==> config.mk <==
export PLATFORM = sky130hd
export DESIGN_NAME = qnm_core_flat
export DESIGN_NICKNAME = d
export VERILOG_FILES = /design/src/qnm_pkg.sv /design/src/qnm_if.sv /design/src/qnm_core.sv /design/src/flat_wrapper.sv
export VERILOG_INCLUDE_DIRS = /design/src
export SDC_FILE = /design/constraint.sdc
export NUM_CORES = 2
export LEC_CHECK = 0
export BUFFER_PORTS_ARGS = -buffer_cell sky130_fd_sc_hd__buf_2
export CORE_ASPECT_RATIO = 1.25
export CORE_MARGIN = 2
export CORE_UTILIZATION = 55
export CTS_CLUSTER_SIZE = 12
export DETAILED_ROUTE_END_ITERATION = 10
export HOLD_SLACK_MARGIN = 0.06
export PLACE_DENSITY_LB_ADDON = 0.2
export SLEW_MARGIN = 20
export SYNTH_ARGS = -nofsm -noshare
export SYNTH_HDL_FRONTEND = slang
export SYNTH_SLANG_ARGS = --single-unit
==> constraint.sdc <==
create_clock -name clk_sys_i -period 17.99 [get_ports clk_sys_i]
set_clock_uncertainty 0.15 [all_clocks]
set_input_delay 5.397 -clock clk_sys_i [delete_from_list [all_inputs] [get_ports clk_sys_i]]
set_output_delay 5.397 -clock clk_sys_i [all_outputs]
set_load 0.005 [all_outputs]
==> src/qnm_consts.svh <==
// Constants shared by both ends of the quadrature oscillator link
`ifndef QNM_CONSTS_SVH
`define QNM_CONSTS_SVH
`define QNM_WORD_W       34
`define QNM_AMP_W        16
`define QNM_AMP_LSB      18
`define QNM_FINE_W       16
`define QNM_COARSE_W     18
`define QNM_OUT_W        16
`define QNM_LATENCY      31
`define QNM_INC_RST      34'h000000000
`define QNM_ACC_RST      34'h000000000
`endif

==> src/qnm_pkg.sv <==
// Types shared by both ends of the quadrature oscillator link
`default_nettype none
`include "qnm_consts.svh"
package qnm_pkg;
   typedef logic [`QNM_WORD_W-1:0] qnm_word_t;
   typedef logic signed [`QNM_OUT_W-1:0] qnm_sample_t;
   typedef enum logic {QNM_MODE_FIXED, QNM_MODE_AM} qnm_mode_t;
endpackage : qnm_pkg
`default_nettype wire

==> src/qnm_if.sv <==
// Pin-level link between host logic and the oscillator core
`default_nettype none
interface qnm_if;
   import qnm_pkg::*;
   qnm_word_t   input_word_bus;
   logic        load_enable_n;
   logic        phase_load_strobe;
   logic        phase_reset;
   logic        mode_am;
   logic        valid_flag_in;
   logic        valid_flag_out;
   logic        first_wave_enable_n;
   logic        second_wave_enable_n;
   qnm_sample_t in_phase_wave_out;
   logic        in_phase_wave_oe;
   qnm_sample_t quadrature_wave_out;
   logic        quadrature_wave_oe;
   modport dev (
      input  input_word_bus, load_enable_n, phase_load_strobe,
             phase_reset, mode_am, valid_flag_in,
             first_wave_enable_n, second_wave_enable_n,
      output valid_flag_out, in_phase_wave_out, in_phase_wave_oe,
             quadrature_wave_out, quadrature_wave_oe
   );
   modport host (
      output input_word_bus, load_enable_n, phase_load_strobe,
             phase_reset, mode_am, valid_flag_in,
             first_wave_enable_n, second_wave_enable_n,
      input  valid_flag_out, in_phase_wave_out, in_phase_wave_oe,
             quadrature_wave_out, quadrature_wave_oe
   );
endinterface : qnm_if
`default_nettype wire

==> src/qnm_core.sv <==
// Oscillator core: increment, accumulator, sine/cosine, 31-cycle pipe
`default_nettype none
`include "qnm_consts.svh"
// Operation
// - Host holds mode low for fixed amplitude
// - Bus captured while load enable low; the amplitude field is taken on every non-strobe cycle regardless
// - 34-bit increment, fout = inc*fclk/2^34
// - AM mode scales outputs by upper 16
// - AM mode loads low 18 into upper
// - AM mode keeps low 16 increment bits unchanged
// - AM strobe loads all 34, amplitude held
// - Strobe cycle upper bits are increment
// - AM: reset first, first sample after 31
// - Increment change visible after 31 cycles
// - Full word accepted any cycle, no buffering
// - Relative jump: one cycle jump increment
// - Strobe without AM sets absolute phase
// - Reset jumps to zero phase, synchronised
// - Unused low amplitude bits tied low
// - Reset clears accumulator and increment, pipelined
// - Valid flag delayed by pipeline latency
// - Jumps and resets take effect after pipe
// - Output enable high gives high impedance; the core only drops the matching oe flag and has no tristate
module qnm_core #(
   parameter int LATENCY = `QNM_LATENCY
) (
   // Clock and reset
   input  wire logic clk_sys_i,
   input  wire logic rst_n_i,
   // Link to host logic
   qnm_if.dev        lnk
);
   import qnm_pkg::*;

   // Front stage plus pipe plus output flop make up the latency
   localparam int ACC_STAGES = 2;
   localparam int PIPE_LEN   = LATENCY - ACC_STAGES;
   localparam int LUT_N      = 256;

   // Phase word and accumulator
   qnm_word_t   inc_ff;
   qnm_word_t   nxt_inc;
   qnm_word_t   acc_ff;
   qnm_word_t   nxt_acc;

   // Reset request synchroniser
   logic        rst_s1_ff;
   logic        rst_s2_ff;

   // Absolute jump request and target
   logic        jump_ff;
   logic        nxt_jump;
   qnm_word_t   jval_ff;

   // Front stage of the side band
   logic signed [`QNM_AMP_W-1:0] amp_ff;
   logic        am_ff;
   logic        vld_ff;

   // Delay line, one entry per pipe stage
   logic [15:0] addr_pipe_ff [PIPE_LEN];
   logic [15:0] amp_pipe_ff  [PIPE_LEN];
   logic        am_pipe_ff   [PIPE_LEN];
   logic        vld_pipe_ff  [PIPE_LEN];

   // Output samples and flag
   qnm_sample_t sin_ff;
   qnm_sample_t cos_ff;
   logic        valid_flag_out_ff;

   // One sine point per top address byte, 16-bit signed
   function automatic qnm_sample_t sin_of(input logic [7:0] idx);
      real a;
      a = $sin(6.283185307179586 * real'(idx) / real'(LUT_N));
      return qnm_sample_t'($rtoi(a * 32767.0));
   endfunction : sin_of

   // Signed 16x16 scale, keeps top of product
   function automatic qnm_sample_t scale(input qnm_sample_t s,
                                         input logic signed [15:0] g);
      logic signed [31:0] p;
      p = s * g;
      return qnm_sample_t'(p[30:15]);
   endfunction : scale

   // Table filled at elaboration; cosine reads it a quarter ahead
   wire qnm_sample_t sin_lut [LUT_N];
   for (genvar k = 0; k < LUT_N; k++) begin : g_lut
      assign sin_lut[k] = sin_of(8'(k));
   end

   // Either reset source, synchronised; acts at the front of the pipe
   wire rst_req  = rst_s2_ff;
   wire am_mode  = (lnk.mode_am == 1'b1);
   wire load     = ~lnk.load_enable_n;
   wire strobe   = lnk.phase_load_strobe & load;

   // Bus fields: amplitude on top, coarse increment below
   wire [`QNM_AMP_W-1:0] bus_amp =
      lnk.input_word_bus[`QNM_WORD_W-1:`QNM_AMP_LSB];
   wire qnm_word_t coarse_inc = {lnk.input_word_bus[`QNM_COARSE_W-1:0],
                                 inc_ff[`QNM_FINE_W-1:0]};

   // Increment select by mode; reset wins over any load
   always_comb begin
      nxt_inc = inc_ff;
      if (load && (!am_mode || strobe)) begin
         nxt_inc = lnk.input_word_bus;
      end else if (load) begin
         nxt_inc = coarse_inc;
      end
      if (!am_mode && strobe) begin
         nxt_inc = inc_ff;
      end
      if (rst_req) begin
         nxt_inc = `QNM_INC_RST;
      end
   end

   // Accumulator, absolute jump or reset
   always_comb begin
      nxt_acc = acc_ff + inc_ff;
      if (jump_ff) begin
         nxt_acc = jval_ff;
      end
      if (rst_req) begin
         nxt_acc = `QNM_ACC_RST;
      end
   end

   // Absolute jump only outside AM; in AM the strobe loads the word
   assign nxt_jump = strobe & ~am_mode;

   // Two flops; phase reset pin and system reset share the path
   always_ff @(posedge clk_sys_i) begin
      rst_s1_ff <= ~rst_n_i | lnk.phase_reset;
      rst_s2_ff <= rst_s1_ff;
   end

   // Phase state
   always_ff @(posedge clk_sys_i) begin
      inc_ff  <= nxt_inc;
      acc_ff  <= nxt_acc;
   end

   // Jump request and its target word
   always_ff @(posedge clk_sys_i) begin
      jump_ff <= nxt_jump;
      jval_ff <= lnk.input_word_bus;
   end

   // Amplitude held over a strobe cycle, reloaded from the bus on every other cycle
   always_ff @(posedge clk_sys_i) begin
      amp_ff  <= strobe ? amp_ff : bus_amp;
      am_ff   <= am_mode;
      vld_ff  <= lnk.valid_flag_in;
   end

   // Pipe entry taken from the adder so phase and flag stay aligned
   always_ff @(posedge clk_sys_i) begin
      addr_pipe_ff[0] <= nxt_acc[`QNM_WORD_W-1 -: 16];
      amp_pipe_ff[0]  <= amp_ff;
      am_pipe_ff[0]   <= am_ff;
      vld_pipe_ff[0]  <= vld_ff;
   end

   // Remaining stages shift once per clock
   for (genvar i = 1; i < PIPE_LEN; i++) begin : g_pipe
      always_ff @(posedge clk_sys_i) begin
         addr_pipe_ff[i] <= addr_pipe_ff[i-1];
         amp_pipe_ff[i]  <= amp_pipe_ff[i-1];
         am_pipe_ff[i]   <= am_pipe_ff[i-1];
         vld_pipe_ff[i]  <= vld_pipe_ff[i-1];
      end
   end

   // Pipe tail: phase, quarter-ahead phase, gain and mode
   wire [15:0] ph_q = addr_pipe_ff[PIPE_LEN-1];
   wire [15:0] ph_c = ph_q + 16'h4000;
   wire qnm_sample_t s_raw = sin_lut[ph_q[15:8]];
   wire qnm_sample_t c_raw = sin_lut[ph_c[15:8]];
   wire logic signed [15:0] g = amp_pipe_ff[PIPE_LEN-1];
   wire am_out = am_pipe_ff[PIPE_LEN-1];

   // Output stage, two's complement samples every clock
   always_ff @(posedge clk_sys_i) begin
      sin_ff  <= am_out ? scale(s_raw, g) : s_raw;
      cos_ff  <= am_out ? scale(c_raw, g) : c_raw;
   end

   // Valid flag forced low while system reset is held
   always_ff @(posedge clk_sys_i) begin
      if (!rst_n_i) begin
         valid_flag_out_ff <= 1'b0;
      end else begin
         valid_flag_out_ff <= vld_pipe_ff[PIPE_LEN-1];
      end
   end

   // Sample drivers; no tristate inside, the enable travels instead
   assign lnk.in_phase_wave_out   = sin_ff;
   assign lnk.quadrature_wave_out = cos_ff;

   // Drivers released while their enable is high
   assign lnk.in_phase_wave_oe    = ~lnk.first_wave_enable_n;
   assign lnk.quadrature_wave_oe  = ~lnk.second_wave_enable_n;
   assign lnk.valid_flag_out      = valid_flag_out_ff;
endmodule : qnm_core
`default_nettype wire

==> src/flat_wrapper.sv <==
// flat-port wrapper written by rule: the top's interface ports become plain ports
module qnm_core_flat import qnm_pkg::*;
#(
   parameter int LATENCY = `QNM_LATENCY
)
  (clk_sys_i, rst_n_i, lnk_input_word_bus, lnk_load_enable_n, lnk_phase_load_strobe, lnk_phase_reset, lnk_mode_am, lnk_valid_flag_in, lnk_first_wave_enable_n, lnk_second_wave_enable_n, lnk_valid_flag_out, lnk_in_phase_wave_out, lnk_in_phase_wave_oe, lnk_quadrature_wave_out, lnk_quadrature_wave_oe);
  qnm_if lnk_i ();
  input  wire logic clk_sys_i;
  input  wire logic rst_n_i;
  input wire logic [$bits(lnk_i.input_word_bus)-1:0] lnk_input_word_bus;
  input wire logic [$bits(lnk_i.load_enable_n)-1:0] lnk_load_enable_n;
  input wire logic [$bits(lnk_i.phase_load_strobe)-1:0] lnk_phase_load_strobe;
  input wire logic [$bits(lnk_i.phase_reset)-1:0] lnk_phase_reset;
  input wire logic [$bits(lnk_i.mode_am)-1:0] lnk_mode_am;
  input wire logic [$bits(lnk_i.valid_flag_in)-1:0] lnk_valid_flag_in;
  input wire logic [$bits(lnk_i.first_wave_enable_n)-1:0] lnk_first_wave_enable_n;
  input wire logic [$bits(lnk_i.second_wave_enable_n)-1:0] lnk_second_wave_enable_n;
  output wire logic [$bits(lnk_i.valid_flag_out)-1:0] lnk_valid_flag_out;
  output wire logic [$bits(lnk_i.in_phase_wave_out)-1:0] lnk_in_phase_wave_out;
  output wire logic [$bits(lnk_i.in_phase_wave_oe)-1:0] lnk_in_phase_wave_oe;
  output wire logic [$bits(lnk_i.quadrature_wave_out)-1:0] lnk_quadrature_wave_out;
  output wire logic [$bits(lnk_i.quadrature_wave_oe)-1:0] lnk_quadrature_wave_oe;
  assign lnk_i.input_word_bus = lnk_input_word_bus;
  assign lnk_i.load_enable_n = lnk_load_enable_n;
  assign lnk_i.phase_load_strobe = lnk_phase_load_strobe;
  assign lnk_i.phase_reset = lnk_phase_reset;
  assign lnk_i.mode_am = lnk_mode_am;
  assign lnk_i.valid_flag_in = lnk_valid_flag_in;
  assign lnk_i.first_wave_enable_n = lnk_first_wave_enable_n;
  assign lnk_i.second_wave_enable_n = lnk_second_wave_enable_n;
  assign lnk_valid_flag_out = lnk_i.valid_flag_out;
  assign lnk_in_phase_wave_out = lnk_i.in_phase_wave_out;
  assign lnk_in_phase_wave_oe = lnk_i.in_phase_wave_oe;
  assign lnk_quadrature_wave_out = lnk_i.quadrature_wave_out;
  assign lnk_quadrature_wave_oe = lnk_i.quadrature_wave_oe;
  qnm_core #(.LATENCY(LATENCY)) u_core (.clk_sys_i(clk_sys_i), .rst_n_i(rst_n_i), .lnk(lnk_i));
endmodule
==> flow_summary.toml <==
[run_status]
outcome = "complete, no violations"

[global_route]
antenna_found_initial = 0
grt_usage_pct = 24.8
grt_first_pass_wirelength_mm = 160
grt_start_max_net_pins = 83
grt-ovfl-total = 0
grt_pass1_vias = 29490

[timing]
fin_crit_sh_pct = 62.1
worstMarginPinSlew_ns = 1.14
fin_setup_tns_ns = 0
rsz0062_at_grt = "false"
period_minus_slack_ns = 11.18
finalHoldViolCount = 0
clock.fmax_mhz = 89.5
slew-limit-headroom_pct = 23.3
setup_viol_count_final = 0
slew_viol_final = 0

[die]
rows = 116
core-area_um2 = 80000
die_area_um2 = 83100
die_x_um = 258
die_y_um = 322
initial_utilization_pct = 55.5
pin_count = 78

[detailed_routing]
firstDrtPassIters = 8
final_antenna_net_count = 0
routed_wl_mm = 99.8
vias = 28395
via_per_inst = 5.35
routedWlPerCell_um = 18.8
drc = 0
drt_iter0_drc = 1823

[logic_synthesis]
synth_ff_type = "dfxtp_1"
synth.avg_cell_area_um2 = 10.6
synth_nets = 4957
synth_cells = 4200
synth_edf_count = 16
synth.ff_latch_count = 902
ys_types = 86
synthArstFlopShare_pct = 0
yosysWarnings = 0
ys_seq_area_share_pct = 41.0
synthesis.area_um2 = 44400

[final_layout]
layout_common_cells = "dfxtp_1 (874), inv_1 (598), fa_1 (511), nand2_1 (344), and2_1 (235)"
mostFrequentLayoutCell = "dfxtp_1"
syn2layout_area_growth_pct = 8.74
drive_gt1_share_pct = 7.94
diodes = 0
nets = 4975
n_fill_cell = 6692

[min_path]
hold_start = "u_core.amp_pipe_ff[1][5]$_DFF_P_"
whs_endpoint = "u_core.amp_pipe_ff[1][21]$_DFF_P_"
holdPathStages = 0
hold_class = "reg2reg"

[setup_path]
worst_setup_path_end_kind = "primary output"
cpPeakStageDelay_ns = 0.10
reg2reg_slack_ns = 7.47
path_class = "in2out"
r2r-end = "u_core.lnk.quadrature_wave_out[9]$_DFF_P_"
crit_chain = "buf_2, inv_1, buf_2"
critPathLaunchType = "input port"
rr_startpoint = "u_core.addr_pipe_ff[1][200]$_DFF_P_"
rr_worst_depth = 32
critical-path-slowest-cell = "buf_2"
cp_common_cell = "buf_2"
arrival_ns = 5.63
crit_fanout = 1
worstPathRequired_ns = 12.44

[clock_network]
hold_buffers = 0
clk_latency_ns = 0.64
cts.path.max_buffers = 3
cts_buffers = 87
clock-sinks = 902
clk_pin_slew_worst_paths_ns = 0.06
cts_tree = "yes"
root_buffer = "clkbuf_16"
post_cts_buffers = 0
h-tree-depth = 3
cts_resized = 0

[placed_design]
gp_congestion = 1.01
dp_hpwl_mm = 70.3
numPortBuffers = 77

[run]
maxCapViolCount = 0
[layout make-up]
type	count	area (µm²)	area share, %
inverter	603	2260	4.69
multi-input combinational	2493	23200	48.0
tap	1062	1330	2.75
sequential	902	18200	37.8
clock inverter	13	254	0.526
clock buffer	104	2250	4.66
timing repair buffer	131	791	1.64
[metrics by stage]
stage	instance area, µm²	util, %	setup WS [ns]	cells	hold WS [ns]
after floorplan	44400	-	7.00	4200	0.160
after global placement	45800	57.3	6.81	5191	0.160
after detailed placement	45800	57.3	6.81	5191	0.162
after CTS	48300	60.4	6.81	5308	0.136
after global routing	48300	60.4	6.78	5308	0.141
final	48300	60.4	6.81	5308	0.136
[Yosys cell counts, types with 32 or more instances]
| cell | number | share of area (%) |
|---|---|---|
| a211oi_1 | 33 | 0.56 |
| ha_1 | 203 | 5.7 |
| o21ai_0 | 133 | 1.5 |
| a21oi_1 | 189 | 2.1 |
| nand2_1 | 344 | 2.9 |
| clkbuf_1 | 154 | 1.3 |
| a21o_1 | 38 | 0.64 |
| xnor2_1 | 54 | 1.1 |
| nor2_1 | 183 | 1.5 |
| nor2b_1 | 67 | 0.94 |
| fa_1 | 511 | 23 |
| nand3_1 | 32 | 0.36 |
| dfxtp_1 | 886 | 40 |
| nor3_1 | 53 | 0.60 |
| nand2b_1 | 49 | 0.69 |
| inv_1 | 598 | 5.1 |
| and2_1 | 235 | 3.3 |
[sequential cells by signal, indices dropped and copies added, names as in the netlist, 16 cells and up]
signal,flops
u_core.amp_ff,16
u_core.inc_ff,34
u_core.jval_ff,34
u_core.vld_pipe_ff,29
u_core.am_pipe_ff,29
u_core.lnk.in_phase_wave_out,16
u_core.amp_pipe_ff,464
u_core.lnk.quadrature_wave_out,16
u_core.acc_ff,18
u_core.addr_pipe_ff,240
[critical path: cells and delay by family]
kind                   cells  cell delay, ns
buffers and inverters      3            0.23
[kinds of logic (layout without fill, tap and decap cells)]
kind of cell,count (synthesis),count (layout),share of synthesized area [%]
adders and majority gates,714,714,28.8
muxes,56,56,1.40
AOI/OAI and AO/OA,610,610,8.81
buffers and inverters,805,851,6.99
and+or+nand+nor,1034,1034,11.5
DFF,902,902,41.0
xor gates and xnor gates,79,79,1.56
[how the worst max path moves through the flow]
stage | startpoint | endpoint | slack, ns
after global placement | lnk_first_wave_enable_n | lnk_in_phase_wave_oe | 6.81
after detailed placement | lnk_first_wave_enable_n | lnk_in_phase_wave_oe | 6.81
after floorplan | lnk_first_wave_enable_n | lnk_in_phase_wave_oe | 7.00
final | lnk_first_wave_enable_n | lnk_in_phase_wave_oe | 6.81
after CTS | lnk_first_wave_enable_n | lnk_in_phase_wave_oe | 6.81
after global routing | lnk_first_wave_enable_n | lnk_in_phase_wave_oe | 6.78
[per-layer routing]
metal,track usage [%],routed length (µm)
met1,30.3,39600
met2,43.1,49600
met3,3.98,5800
met4,11.6,4710
met5,0,0
Power is left out: the tool's default activity adds up to more than one toggle a clock period on the data nets, which glitch-free logic cannot reach.
